==> src/logic/dio_edge_pkg.sv <==
package dio_edge_pkg;

  localparam int LINE_COUNT = 20;
  localparam int ADDR_W = 12;
  localparam int DATA_W = 32;
  localparam int SEL_W = 4;

  // byte addresses on the bus
  localparam logic [ADDR_W-1:0] STATUS_OFS = 12'h38C;
  localparam logic [ADDR_W-1:0] RISE_EN_OFS = 12'h390;
  localparam logic [ADDR_W-1:0] FALL_EN_OFS = 12'h394;
  localparam logic [ADDR_W-1:0] GLOBAL_CFG_OFS = 12'h398;
  localparam logic [ADDR_W-1:0] LINE_LEVEL_OFS = 12'h3B0;

  localparam int ACK_MODE_POS = 1;
  localparam logic ACK_MODE_RESET = 1'b0;
  localparam logic [LINE_COUNT-1:0] STATUS_RESET = 20'h00000;
  localparam logic [LINE_COUNT-1:0] EN_RESET = 20'h00000;
  localparam logic [DATA_W-1:0] DATA_RESET = 32'h00000000;

  // cycles after reset before the sampler trusts its history
  // meta, stable and prev must all hold real samples, else a line high at reset looks like a rise
  localparam logic [1:0] SETTLE_CYCLES = 2'h3;

  function automatic logic [DATA_W-1:0] lane_mask(input logic [SEL_W-1:0] sel);
    logic [DATA_W-1:0] m;
    m = DATA_RESET;
    for (int i = 0; i < SEL_W; i++) begin
      m[i*8 +: 8] = {8{sel[i]}};
    end
    return m;
  endfunction

  function automatic logic [LINE_COUNT-1:0] lane_merge(
    input logic [LINE_COUNT-1:0] old_val,
    input logic [DATA_W-1:0] wdata,
    input logic [SEL_W-1:0] sel
  );
    logic [DATA_W-1:0] m;
    m = lane_mask(sel);
    return (old_val & ~m[LINE_COUNT-1:0]) | (wdata[LINE_COUNT-1:0] & m[LINE_COUNT-1:0]);
  endfunction

  function automatic logic word_hit(
    input logic [ADDR_W-1:0] adr,
    input logic [ADDR_W-1:0] ofs
  );
    return adr[ADDR_W-1:2] == ofs[ADDR_W-1:2];
  endfunction

endpackage

==> src/logic/dio_edge_interrupt_status.sv <==
module dio_edge_interrupt_status (
  input wire logic clk,
  input wire logic rst,
  input wire logic wb_cyc_i,
  input wire logic wb_stb_i,
  input wire logic wb_we_i,
  input wire logic [dio_edge_pkg::ADDR_W-1:0] wb_adr_i,
  input wire logic [dio_edge_pkg::SEL_W-1:0] wb_sel_i,
  input wire logic [dio_edge_pkg::DATA_W-1:0] wb_dat_i,
  output logic [dio_edge_pkg::DATA_W-1:0] wb_dat_o,
  output logic wb_ack_o,
  input wire logic [dio_edge_pkg::LINE_COUNT-1:0] line_in,
  output logic [dio_edge_pkg::LINE_COUNT-1:0] line_edge_flag
);
  import dio_edge_pkg::*;

  typedef struct packed {
    logic ack;
    logic [DATA_W-1:0] dat;
    logic [LINE_COUNT-1:0] rise_en;
    logic [LINE_COUNT-1:0] fall_en;
    logic ack_mode;
  } regs_t;

  regs_t r_r;
  regs_t r_nxt;
  logic [LINE_COUNT-1:0] level;
  logic [LINE_COUNT-1:0] rise;
  logic [LINE_COUNT-1:0] fall;
  logic [LINE_COUNT-1:0] clr;
  logic [DATA_W-1:0] wmask;
  logic take;

  line_edge_sampler #(
    .WIDTH(LINE_COUNT)
  ) sampler (
    .clk(clk),
    .rst(rst),
    .line_in(line_in),
    .level(level),
    .rise(rise),
    .fall(fall)
  );

  edge_flag_bank #(
    .WIDTH(LINE_COUNT)
  ) bank (
    .clk(clk),
    .rst(rst),
    .rise(rise),
    .fall(fall),
    .rise_en(r_r.rise_en),
    .fall_en(r_r.fall_en),
    .clr(clr),
    .flags(line_edge_flag)
  );

  // one request per ack; ack low in the cycle after it was high
  assign take = wb_cyc_i && wb_stb_i && !r_r.ack;
  assign wmask = lane_mask(wb_sel_i);

  always_comb begin
    clr = '0;
    if (take && word_hit(wb_adr_i, STATUS_OFS)) begin
      if (wb_we_i && !r_r.ack_mode) begin
        clr = wb_dat_i[LINE_COUNT-1:0] & wmask[LINE_COUNT-1:0];
      end else if (!wb_we_i && r_r.ack_mode) begin
        // only bits the reader sees are dropped
        clr = line_edge_flag;
      end
    end
  end

  always_comb begin
    r_nxt = r_r;
    r_nxt.ack = take;
    if (take) begin
      r_nxt.dat = DATA_RESET;
      if (!wb_we_i) begin
        if (word_hit(wb_adr_i, STATUS_OFS)) begin
          r_nxt.dat[LINE_COUNT-1:0] = line_edge_flag;
        end else if (word_hit(wb_adr_i, RISE_EN_OFS)) begin
          r_nxt.dat[LINE_COUNT-1:0] = r_r.rise_en;
        end else if (word_hit(wb_adr_i, FALL_EN_OFS)) begin
          r_nxt.dat[LINE_COUNT-1:0] = r_r.fall_en;
        end else if (word_hit(wb_adr_i, GLOBAL_CFG_OFS)) begin
          r_nxt.dat[ACK_MODE_POS] = r_r.ack_mode;
        end else if (word_hit(wb_adr_i, LINE_LEVEL_OFS)) begin
          r_nxt.dat[LINE_COUNT-1:0] = level;
        end
      end else begin
        if (word_hit(wb_adr_i, RISE_EN_OFS)) begin
          r_nxt.rise_en = lane_merge(r_r.rise_en, wb_dat_i, wb_sel_i);
        end else if (word_hit(wb_adr_i, FALL_EN_OFS)) begin
          r_nxt.fall_en = lane_merge(r_r.fall_en, wb_dat_i, wb_sel_i);
        end else if (word_hit(wb_adr_i, GLOBAL_CFG_OFS) && wb_sel_i[0]) begin
          r_nxt.ack_mode = wb_dat_i[ACK_MODE_POS];
        end
      end
    end
  end

  always_ff @(posedge clk or posedge rst) begin
    if (rst) begin
      r_r.ack <= 1'b0;
      r_r.dat <= DATA_RESET;
      r_r.rise_en <= EN_RESET;
      r_r.fall_en <= EN_RESET;
      r_r.ack_mode <= ACK_MODE_RESET;
    end else begin
      r_r <= r_nxt;
    end
  end

  assign wb_ack_o = r_r.ack;
  assign wb_dat_o = r_r.dat;

endmodule // dio_edge_interrupt_status

==> src/logic/edge_flag_bank.sv <==
module edge_flag_bank #(
  parameter int WIDTH = 20
) (
  input wire logic clk,
  input wire logic rst,
  input wire logic [WIDTH-1:0] rise,
  input wire logic [WIDTH-1:0] fall,
  input wire logic [WIDTH-1:0] rise_en,
  input wire logic [WIDTH-1:0] fall_en,
  input wire logic [WIDTH-1:0] clr,
  output logic [WIDTH-1:0] flags
);
  import dio_edge_pkg::*;

  typedef struct packed {
    logic [WIDTH-1:0] flags;
  } bank_t;

  bank_t b_r;
  bank_t b_nxt;
  logic [WIDTH-1:0] set;

  // no enable, no set, whatever the line does
  assign set = (rise & rise_en) | (fall & fall_en);

  always_comb begin
    b_nxt = b_r;
    // set beats clear so a coincident edge survives
    b_nxt.flags = (b_r.flags & ~clr) | set;
  end

  always_ff @(posedge clk or posedge rst) begin
    if (rst) begin
      b_r.flags <= STATUS_RESET[WIDTH-1:0];
    end else begin
      b_r <= b_nxt;
    end
  end

  assign flags = b_r.flags;

endmodule // edge_flag_bank

==> src/logic/line_edge_sampler.sv <==
module line_edge_sampler #(
  parameter int WIDTH = 20
) (
  input wire logic clk,
  input wire logic rst,
  input wire logic [WIDTH-1:0] line_in,
  output logic [WIDTH-1:0] level,
  output logic [WIDTH-1:0] rise,
  output logic [WIDTH-1:0] fall
);
  import dio_edge_pkg::*;

  typedef struct packed {
    logic [WIDTH-1:0] meta;
    logic [WIDTH-1:0] stable;
    logic [WIDTH-1:0] prev;
    logic [1:0] settle;
  } sampler_t;

  sampler_t s_r;
  sampler_t s_nxt;
  logic armed;

  // history is garbage until the pipe fills; avoids a fake edge at reset
  assign armed = (s_r.settle == SETTLE_CYCLES);

  always_comb begin
    s_nxt = s_r;
    s_nxt.meta = line_in;
    s_nxt.stable = s_r.meta;
    s_nxt.prev = s_r.stable;
    if (!armed) begin
      s_nxt.settle = s_r.settle + 2'h1;
    end
  end

  always_ff @(posedge clk or posedge rst) begin
    if (rst) begin
      s_r <= '0;
    end else begin
      s_r <= s_nxt;
    end
  end

  assign level = s_r.stable;
  assign rise = armed ? (s_r.stable & ~s_r.prev) : '0;
  assign fall = armed ? (~s_r.stable & s_r.prev) : '0;

endmodule // line_edge_sampler
==> config.mk <==
export PLATFORM = sky130hd
export DESIGN_NAME = dio_edge_interrupt_status
export DESIGN_NICKNAME = d
export VERILOG_FILES = /design/src/logic/dio_edge_pkg.sv /design/src/logic/dio_edge_interrupt_status.sv /design/src/logic/edge_flag_bank.sv /design/src/logic/line_edge_sampler.sv
export SDC_FILE = /design/constraint.sdc
export NUM_CORES = 1
export LEC_CHECK = 0
export BUFFER_PORTS_ARGS = -buffer_cell sky130_fd_sc_hd__buf_4
export CAP_MARGIN = 20
export CORE_MARGIN = 4
export CORE_UTILIZATION = 40
export DETAILED_ROUTE_END_ITERATION = 8
export PLACE_DENSITY = 0.7
export SYNTH_ARGS = -nofsm -noshare
export SYNTH_HDL_FRONTEND = slang
export SYNTH_SLANG_ARGS = --single-unit
==> constraint.sdc <==
create_clock -name clk -period 4.4 [get_ports clk]
set_input_delay 0.44 -clock clk [delete_from_list [all_inputs] [get_ports clk]]
set_output_delay 0.44 -clock clk [all_outputs]
set_load 0.01 [all_outputs]
==> run_results.csv, run 1 <==
group,metric,value,unit
logic_synthesis,syn_area,6257,µm²
place,gp_congestion,0.8208,
final_layout,area_growth,22.52,%
route,drt_first_pass_iters,4,
cts,post_cts_buffers,0,
global_route,globalRouteTotalUtil,18.32,%
logic_synthesis,synth_cell_types,44,
cts,h-tree-depth,4,
global_route,antenna_found_initial,0,
setup_path,endpoint_kind,"flop",
setup_path,rrSetupSlack,1.90,ns
route,wire_per_inst,18.98,µm
logic_synthesis,synth_xor_xnor_area_share,0.1400,%
route,initialDrtViolationCount,221,
logic_synthesis,synth-simple-area-share,13.16,%
sta,tightestPinTransition,1.143,ns
route,totalWireLength,15640,µm
sta,max_freq,399.3,MHz
global_route,overflow,0,
route,detail-route-antenna-nets,0,
final_layout,final_net_count,674,
pwr,power_density,403.3,nW/µm²
pwr,vdd_ir_drop_max,0.0003157,V
run,maxCapViolations,0,
min_path,hold_class,"in2async",
pwr,cellLeakagePower,0.003428,µW
cts,cts_resized,0,
logic_synthesis,synth_edf_count,0,
logic_synthesis,synth-main-ff-cell,"dfrtp_1",
outcome,status,"finished, violations left",
logic_synthesis,yosysTopAreaCellShare,57.59,%
final_layout,diodes,0,
logic_synthesis,seq_area_frac_synth,57.59,%
setup_path,crit_fanout,12,
cts,cts_tree,"built",
setup_path,startpoint_type,"flop",
sta,slew_headroom,23.67,%
setup_path,rr_startpoint,"wb_ack_o",
global_route,grt_max_degree,112,
floorplan,die_area,17710,µm²
route,drc,0,
sta,finalMaxSlewViolations,0,
logic_synthesis,yosysTopAreaCell,"dfrtp_1",
setup_path,r2r_cells,5,
sta,finalHoldViolations,7,
final_layout,final_cell_mix,"144 x dfrtp_1, 104 x buf_4, 63 x nand2_1",
logic_synthesis,synth.ff_latch_count,144,
logic_synthesis,muxShareOfSynthArea,10.60,%
logic_synthesis,synth_fa_ha_area_share,0.2000,%
sta,worst_hold_slack,-0.002611,ns
logic_synthesis,avgSynthCellArea,11.96,µm²
floorplan,num_io_pins,126,
sta,rsz0062_at_grt,"no",
final_layout,drive_gt1_share,32.46,%
logic_synthesis,synthArstFlopShare,100.0,%
cts,cts_buffer_depth,2,
cts,cts-root-buf,"clkbuf_16",
route,via_count,4448,
cts,cts_hold_buf,0,
global_route,grt_pass1_vias,4752,
sta,layout_min_cycle_time,2.504,ns
floorplan,start_util,41.01,%
setup_path,path_class,"reg2reg",
setup_path,crit_required,4.72,ns
final_layout,final_common_cell,"dfrtp_1",
logic_synthesis,syn_inst,523,
floorplan,core-area,15260,µm²
floorplan,die_y,133.1,µm
cts,clk_pin_slew,0.06,ns
floorplan,fp-row-count,45,
route,via_per_inst,5.398,
logic_synthesis,synth_compound_area_share,12.30,%
final_layout,stdcell_area,7666,µm²
cts,clock_latency,0.41,ns
logic_synthesis,synth_top_family_by_area,"simple AND/OR/NAND/NOR gates",
final_layout,fillers,1322,
sta,fin_tns_setup,0,ns
sta,skew,0.007534,ns
logic_synthesis,netlist_top_cells_area,"dfrtp_1 58%, mux2_2 9.4%, o21ai_0 4.3%, buf_4 4.1%, and3b_1 3.8%",
cts,cts_made_buffers,17,
place,place_hpwl,10230,µm
cts,clkSinkCount,144,
setup_path,r2r-end,"wb_dat_o[6]",
sta,setup_violations,0,
sta,period_share,56.92,%
setup_path,cp.arrival,2.83,ns
place,dpl-instance-area,6983,µm²
global_route,grt_pass1_wl,25250,µm
place,port_buffers,98,
outcome,violations,"negative hold slack",
floorplan,fp.dieW,133.1,µm
logic_synthesis,yosys_warnings,0,
-- cells in the mapped netlist (all sizes together) (2+ instances only) --
library cell	instances
nand2	65
nand2b	2
a211oi	4
nand3b	13
a32oi	2
a221oi	17
nor3	3
or4bb	2
a22oi	2
a21oi	20
clkbuf	15
nor2	5
buf	43
dfrtp	144
o31ai	20
o21ai	60
nand4b	2
mux2	58
and3b	27
nor4	5
inv	2
-- power breakdown --
part	internal [µW]	switching, µW
registers	1350	17.0
logic	60.4	85.7
clock network	1050	525
total	2460	628
-- cell type report --
cell class | count | area (µm²) | share of cell area (%)
Inverter | 2 | 12.51 | 0.1632
Sequential cell | 144 | 3603 | 47.01
Clock inverter | 10 | 181.4 | 2.367
Multi-Input combinational cell | 330 | 2322 | 30.29
Tap cell | 211 | 264.0 | 3.444
Timing Repair Buffer | 105 | 808.3 | 10.54
Clock buffer | 22 | 474.2 | 6.186
-- cells by family (layout without fill, tap and decap cells) --
kind of cell	after synthesis	in the layout
buffers and inverters	60	139
AND/OR/NAND/NOR	131	131
other	1	12
adder cells (fa/ha/maj)	1	1
AO/OA/AOI/OAI	126	126
multiplexers	59	59
XOR/XNOR	1	1
flip-flops	144	144
-- metal layers --
layer  wire length [µm]  up-vias  global-route usage [%]
met3               1001       20                   4.981
met4                224        0                   6.928
li1                   -     2011                       -
met2               7707      141                   28.92
met5                  0        -                       0
met1               6707     2276                   24.18
-- worst max-delay path by stage --
stage	start	endpoint	slack, ns
floorplan	rst	asynchronous set/reset pin	0.09
global route	wb_ack_o	wb_dat_o[6]	1.72
detailed placement	wb_adr_i[11]	wb_dat_o[8]	1.62
global placement	wb_adr_i[11]	wb_dat_o[7]	1.63
finish	wb_ack_o	wb_dat_o[6]	1.90
CTS	wb_ack_o	wb_dat_o[6]	1.94
-- metrics by stage --
stage	worst slack (ns)	cells	hold WS, ns	total power (µW)	utilization, %
after floorplan	0.09372	534	0.3312	1471	-
after global routing	1.724	824	0.008193	3203	50.24
after CTS	1.945	823	0.1141	3120	50.06
after detailed placement	1.625	791	0.3358	1540	45.76
after global placement	1.631	791	0.3327	1534	45.76
final	1.896	824	-0.002611	3092	50.24
-- critical path, stage by stage, from the launching register on --
cell and delay, ns:
dfrtp_1 0.38, nand3b_1 0.56, nor2_1 0.82, buf_4 0.34
o21ai_0 0.11, o21ai_0 0.20
(Power assumes the default switching activity.)
==> inputs of run 2 (changes only) <==
PLACE_DENSITY = 0.67   (was 0.7)
clock period = 2.58 ns   (was 4.4 ns; I/O delays follow)
==> run_results.csv, run 2 (synthesized netlist as in run 1, its figures left out) <==
group,metric,value,unit
global_route,grt_pass1_wl,24720,µm
outcome,status,"complete, no violations",
sta,skew,0.01998,ns
floorplan,die_y,133.1,µm
sta,layout_min_cycle_time,1.918,ns
cts,post_cts_buffers,0,
place,dpl.cell_count,797,
final_layout,final_net_count,699,
cts,clk_pin_slew,0.06,ns
route,initialDrtViolationCount,295,
place,place_hpwl,10060,µm
min_path,hold_class,"in2async",
sta,finalHoldViolations,0,
cts,cts-root-buf,"clkbuf_16",
setup_path,path_class,"reg2reg",
sta,slew_headroom,36.75,%
floorplan,core-area,15260,µm²
run,maxCapViolations,0,
setup_path,startpoint_type,"flop",
final_layout,drive_gt1_share,31.97,%
sta,max_freq,521.4,MHz
place,port_buffers,98,
final_layout,final_common_cell,"dfrtp_1",
global_route,globalRouteTotalUtil,17.93,%
route,detail-route-antenna-nets,0,
global_route,grt_max_degree,145,
global_route,grt_pass1_vias,4739,
floorplan,fp.dieW,133.1,µm
pwr,power_density,660.5,nW/µm²
route,totalWireLength,15400,µm
global_route,overflow,0,
route,via_per_inst,5.213,
floorplan,start_util,41.01,%
setup_path,crit_required,2.87,ns
global_route,antenna_found_initial,0,
cts,cts_made_buffers,17,
sta,setup_violations,0,
route,via_count,4426,
sta,finalMaxSlewViolations,0,
setup_path,rrSetupSlack,0.66,ns
cts,cts_resized,0,
sta,period_share,74.34,%
setup_path,crit_fanout,8,
cts,cts_buffer_depth,2,
cts,cts_tree,"built",
pwr,cellLeakagePower,0.003519,µW
sta,tightestPinTransition,0.9457,ns
final_layout,fin_util,51.57,%
pwr,vdd_ir_drop_max,0.0005544,V
final_layout,fillers,1309,
floorplan,die_area,17710,µm²
route,drt_first_pass_iters,4,
cts,h-tree-depth,4,
final_layout,final_cell_mix,"144 x dfrtp_1, 109 x buf_4, 63 x nand2_1",
place,gp_congestion,0.8262,
cts,cts_hold_buf,20,
final_layout,diodes,0,
setup_path,cp.arrival,2.21,ns
route,drc,0,
final_layout,area_growth,25.75,%
floorplan,num_io_pins,126,
cts,clock_latency,0.42,ns
sta,fin_tns_setup,0,ns
cts,clkSinkCount,144,
setup_path,endpoint_kind,"flop",
route,wire_per_inst,18.14,µm
floorplan,fp-row-count,45,
final_layout,fin_cells,849,
sta,rsz0062_at_grt,"no",
run 2: changes by cell type in the layout (fill, tap and decap cells not counted), sizes merged:
cell	delta
bufinv	-1
inv	+1
clkbuf	-2
buf	+5
clkinv	+2
dlygate4sd3	+20
run 2: path summary, 6_finish.rpt:
check / from / endpoint / depth (start not counted)
max reg2reg: wb_ack_o / flop / 4
max in group asynchronous: rst / asynchronous set/reset pin / 3
min in group clk: wb_dat_i[0] / flop / 2
min: rst / sampler.s_nxt[29] / 3
max: wb_ack_o / flop / 4
min reg2reg: sampler.s_nxt[22] / sampler.level[0] / 0
run 2: where the power goes:
part           total, µW  internal (µW)  switching (µW)  leakage [µW]
clock network       2590           1650             934      0.000309
logic                272            122             149       0.00145
registers           2340           2310            29.1       0.00176
total               5200           4080            1110       0.00352
run 2: final cells by class:
type / instances / area (µm²) / area share [%]
multi-input cells: 330 / 2322 / 29.51
well taps: 211 / 264.0 / 3.355
repair buffers: 130 / 1039 / 13.20
flip-flops and latches: 144 / 3603 / 45.79
inverters: 2 / 11.26 / 0.1431
clock inverters: 12 / 182.7 / 2.322
clock buffers: 20 / 446.7 / 5.677
run 2: per-layer routing:
layer / up-vias / track usage [%] / wire length, µm
met5: - / 0 / 0
met4: 0 / 6.524 / 116
met3: 7 / 5.665 / 960
met2: 137 / 27.85 / 7521
met1: 2230 / 23.69 / 6805
li1: 2052 / - / -
run 2: metrics by stage:
step / power (µW) / hold slack, ns / setup WS [ns] / cell area [µm²]
6_report: 5198 / 0.06574 / 0.6620 / 7869
5_1_grt: 5385 / 0.06331 / 0.5470 / 7869
4_1_cts: 5261 / 0.06401 / 0.6463 / 7869
3_5_place_dp: 2629 / 0.3347 / 0.3930 / 7039
3_3_place_gp: 2621 / 0.3329 / 0.3686 / 7039
2_1_floorplan: 2509 / 0.2894 / 0.5170 / 6302
run 2: critical path, cell delays in order, from the launching register on:
cell	delay [ns]
dfrtp_1	0.37
nand3b_1	0.40
nor4_2	0.28
nand2_1	0.34
mux2_2	0.38
==> inputs of run 3 (changes only) <==
clock period = 1.8 ns   (was 2.58 ns; I/O delays follow)
==> run_results.csv, run 3 (synthesized netlist as in run 1, its figures left out) <==
group,metric,value,unit
final_layout,final_net_count,739,
pwr,vdd_ir_drop_max,0.0006706,V
cts,clkSinkCount,144,
pwr,power_density,895.1,nW/µm²
sta,period_share,95.13,%
cts,cts_made_buffers,17,
sta,tightestPinTransition,0.5008,ns
cts,cts_tree,"built",
setup_path,critical_path.cell_chain,"nand3b_1 > buf_4 > buf_4 > buf_4 > o31ai_1 > nand2_1",
place,dpl-instance-area,7259,µm²
floorplan,die_y,133.1,µm
final_layout,drive_gt1_share,33.68,%
floorplan,num_io_pins,126,
global_route,overflow,0,
setup_path,worst_path_max_delay_cell,"dfrtp_1",
final_layout,multi_input_area,2333,µm²
route,via_count,4696,
cts,clock_latency,0.42,ns
cts,cts_buffer_depth,2,
place,dpl.cell_count,818,
final_layout,diodes,0,
final_layout,ff_latch_area,3603,µm²
sta,layout_min_cycle_time,1.712,ns
route,via_per_inst,5.288,
route,wire_per_inst,17.82,µm
global_route,grt_pass1_wl,25880,µm
floorplan,fp.dieW,133.1,µm
final_layout,fin_util,54.19,%
setup_path,crit_fanout,42,
route,initialDrtViolationCount,310,
sta,finalHoldViolations,0,
global_route,grt_pass1_vias,4876,
setup_path,path_class,"reg2reg",
route,drt_first_pass_iters,4,
cts,cts-root-buf,"clkbuf_16",
setup_path,cpMostUsedCell,"buf_4",
setup_path,crit_required,2.10,ns
place,place_hpwl,10570,µm
floorplan,core-area,15260,µm²
setup_path,startpoint_type,"flop",
route,totalWireLength,15820,µm
cts,clk_pin_slew,0.06,ns
final_layout,fin_cells,888,
pwr,cellLeakagePower,0.003716,µW
global_route,grt_max_degree,68,
final_layout,area_growth,32.15,%
route,drc,0,
min_path,hold_class,"in2reg",
outcome,status,"complete, no violations",
sta,setup_violations,0,
cts,h-tree-depth,4,
final_layout,final_cell_mix,"144 x dfrtp_1, 127 x buf_4, 63 x nand2_1",
final_layout,fillers,1308,
run,maxCapViolations,0,
setup_path,cp.arrival,2.01,ns
place,gp_congestion,0.8426,
setup_path,slowest_delay,0.38,ns
final_layout,stdcell_area,8269,µm²
sta,max_freq,584.0,MHz
floorplan,die_area,17710,µm²
route,detail-route-antenna-nets,0,
global_route,antenna_found_initial,0,
sta,slew_headroom,66.62,%
setup_path,endpoint_kind,"flop",
global_route,globalRouteTotalUtil,18.70,%
sta,finalMaxSlewViolations,0,
floorplan,start_util,41.01,%
sta,skew,0.005371,ns
final_layout,final_common_cell,"dfrtp_1",
place,port_buffers,98,
floorplan,fp-row-count,45,
==> run 3: metal layers <==
metal / track usage (%) / up-vias / part of all wire [%]
met5: 0 / - / 0
met3: 5.932 / 27 / 7.2
li1: - / 2139 / -
met2: 30.14 / 177 / 48
met4: 7.506 / 0 / 1.9
met1: 23.42 / 2353 / 43
==> run 3: worst max-delay path, delay by kind of cell, from the launching register on <==
kind | cells | cell delay (ns)
AOI/OAI and AO/OA | 1 | 0.32
buffers and inverters | 3 | 0.60
DFF | 1 | 0.38
and+or+nand+nor | 2 | 0.25
==> run 3: what timing repair did <==
action / CTS / global route
hold buffers: 37 / 0
endpoints found under the setup margin: 8 / 20
hold endpoints to repair: 188 / 0
resized for setup: 0 / 2
pin swaps: 0 / 1
setup buffers: 1 / 1
cloned: 0 / 0
==> run 3: area by class of cell <==
class                      count  share of cell area [%]
timing repair buffer         170                   17.46
tap                          211                   3.193
multi-input combinational    330                   28.22
clock buffer                  27                   6.567
inverter                       2                  0.1362
sequential                   144                   43.58
clock inverter                 4                  0.8473
==> run 3: worst paths after layout <==
path	endpoint	start	depth (start not counted)	slack, ns
max in group asynchronous	wb_dat_o[12]	rst	4	1.03
min	flop	wb_dat_i[19]	2	0.02
max	bank.flags[19]	wb_ack_o	6	0.09
min reg2reg	sampler.level[9]	sampler.s_nxt[31]	0	0.35
min in group asynchronous	sampler.level[5]	rst	4	0.42
max reg2reg	bank.flags[19]	wb_ack_o	6	0.09
==> run 3: where the power goes <==
group / switching, µW / total, µW / leakage [µW] / internal, µW
combinational: 230 / 453 / 0.00165 / 223
clock: 1270 / 3590 / 0.000305 / 2320
sequential: 43.7 / 3360 / 0.00176 / 3310
==> run 3: stage by stage <==
stage | setup slack (ns) | setup TNS (ns) | total power [µW] | hold WS [ns]
CTS | 0.06156 | 0 | 7471 | 0.002728
floorplan | -0.1850 | -26.65 | 3596 | 0.2114
finish | 0.08761 | 0 | 7401 | 0.02217
global placement | -0.1603 | -6.746 | 3786 | 0.2892
global route | -0.001745 | -0.001745 | 7666 | 0.009779
detailed placement | -0.2131 | -8.757 | 3798 | 0.2904
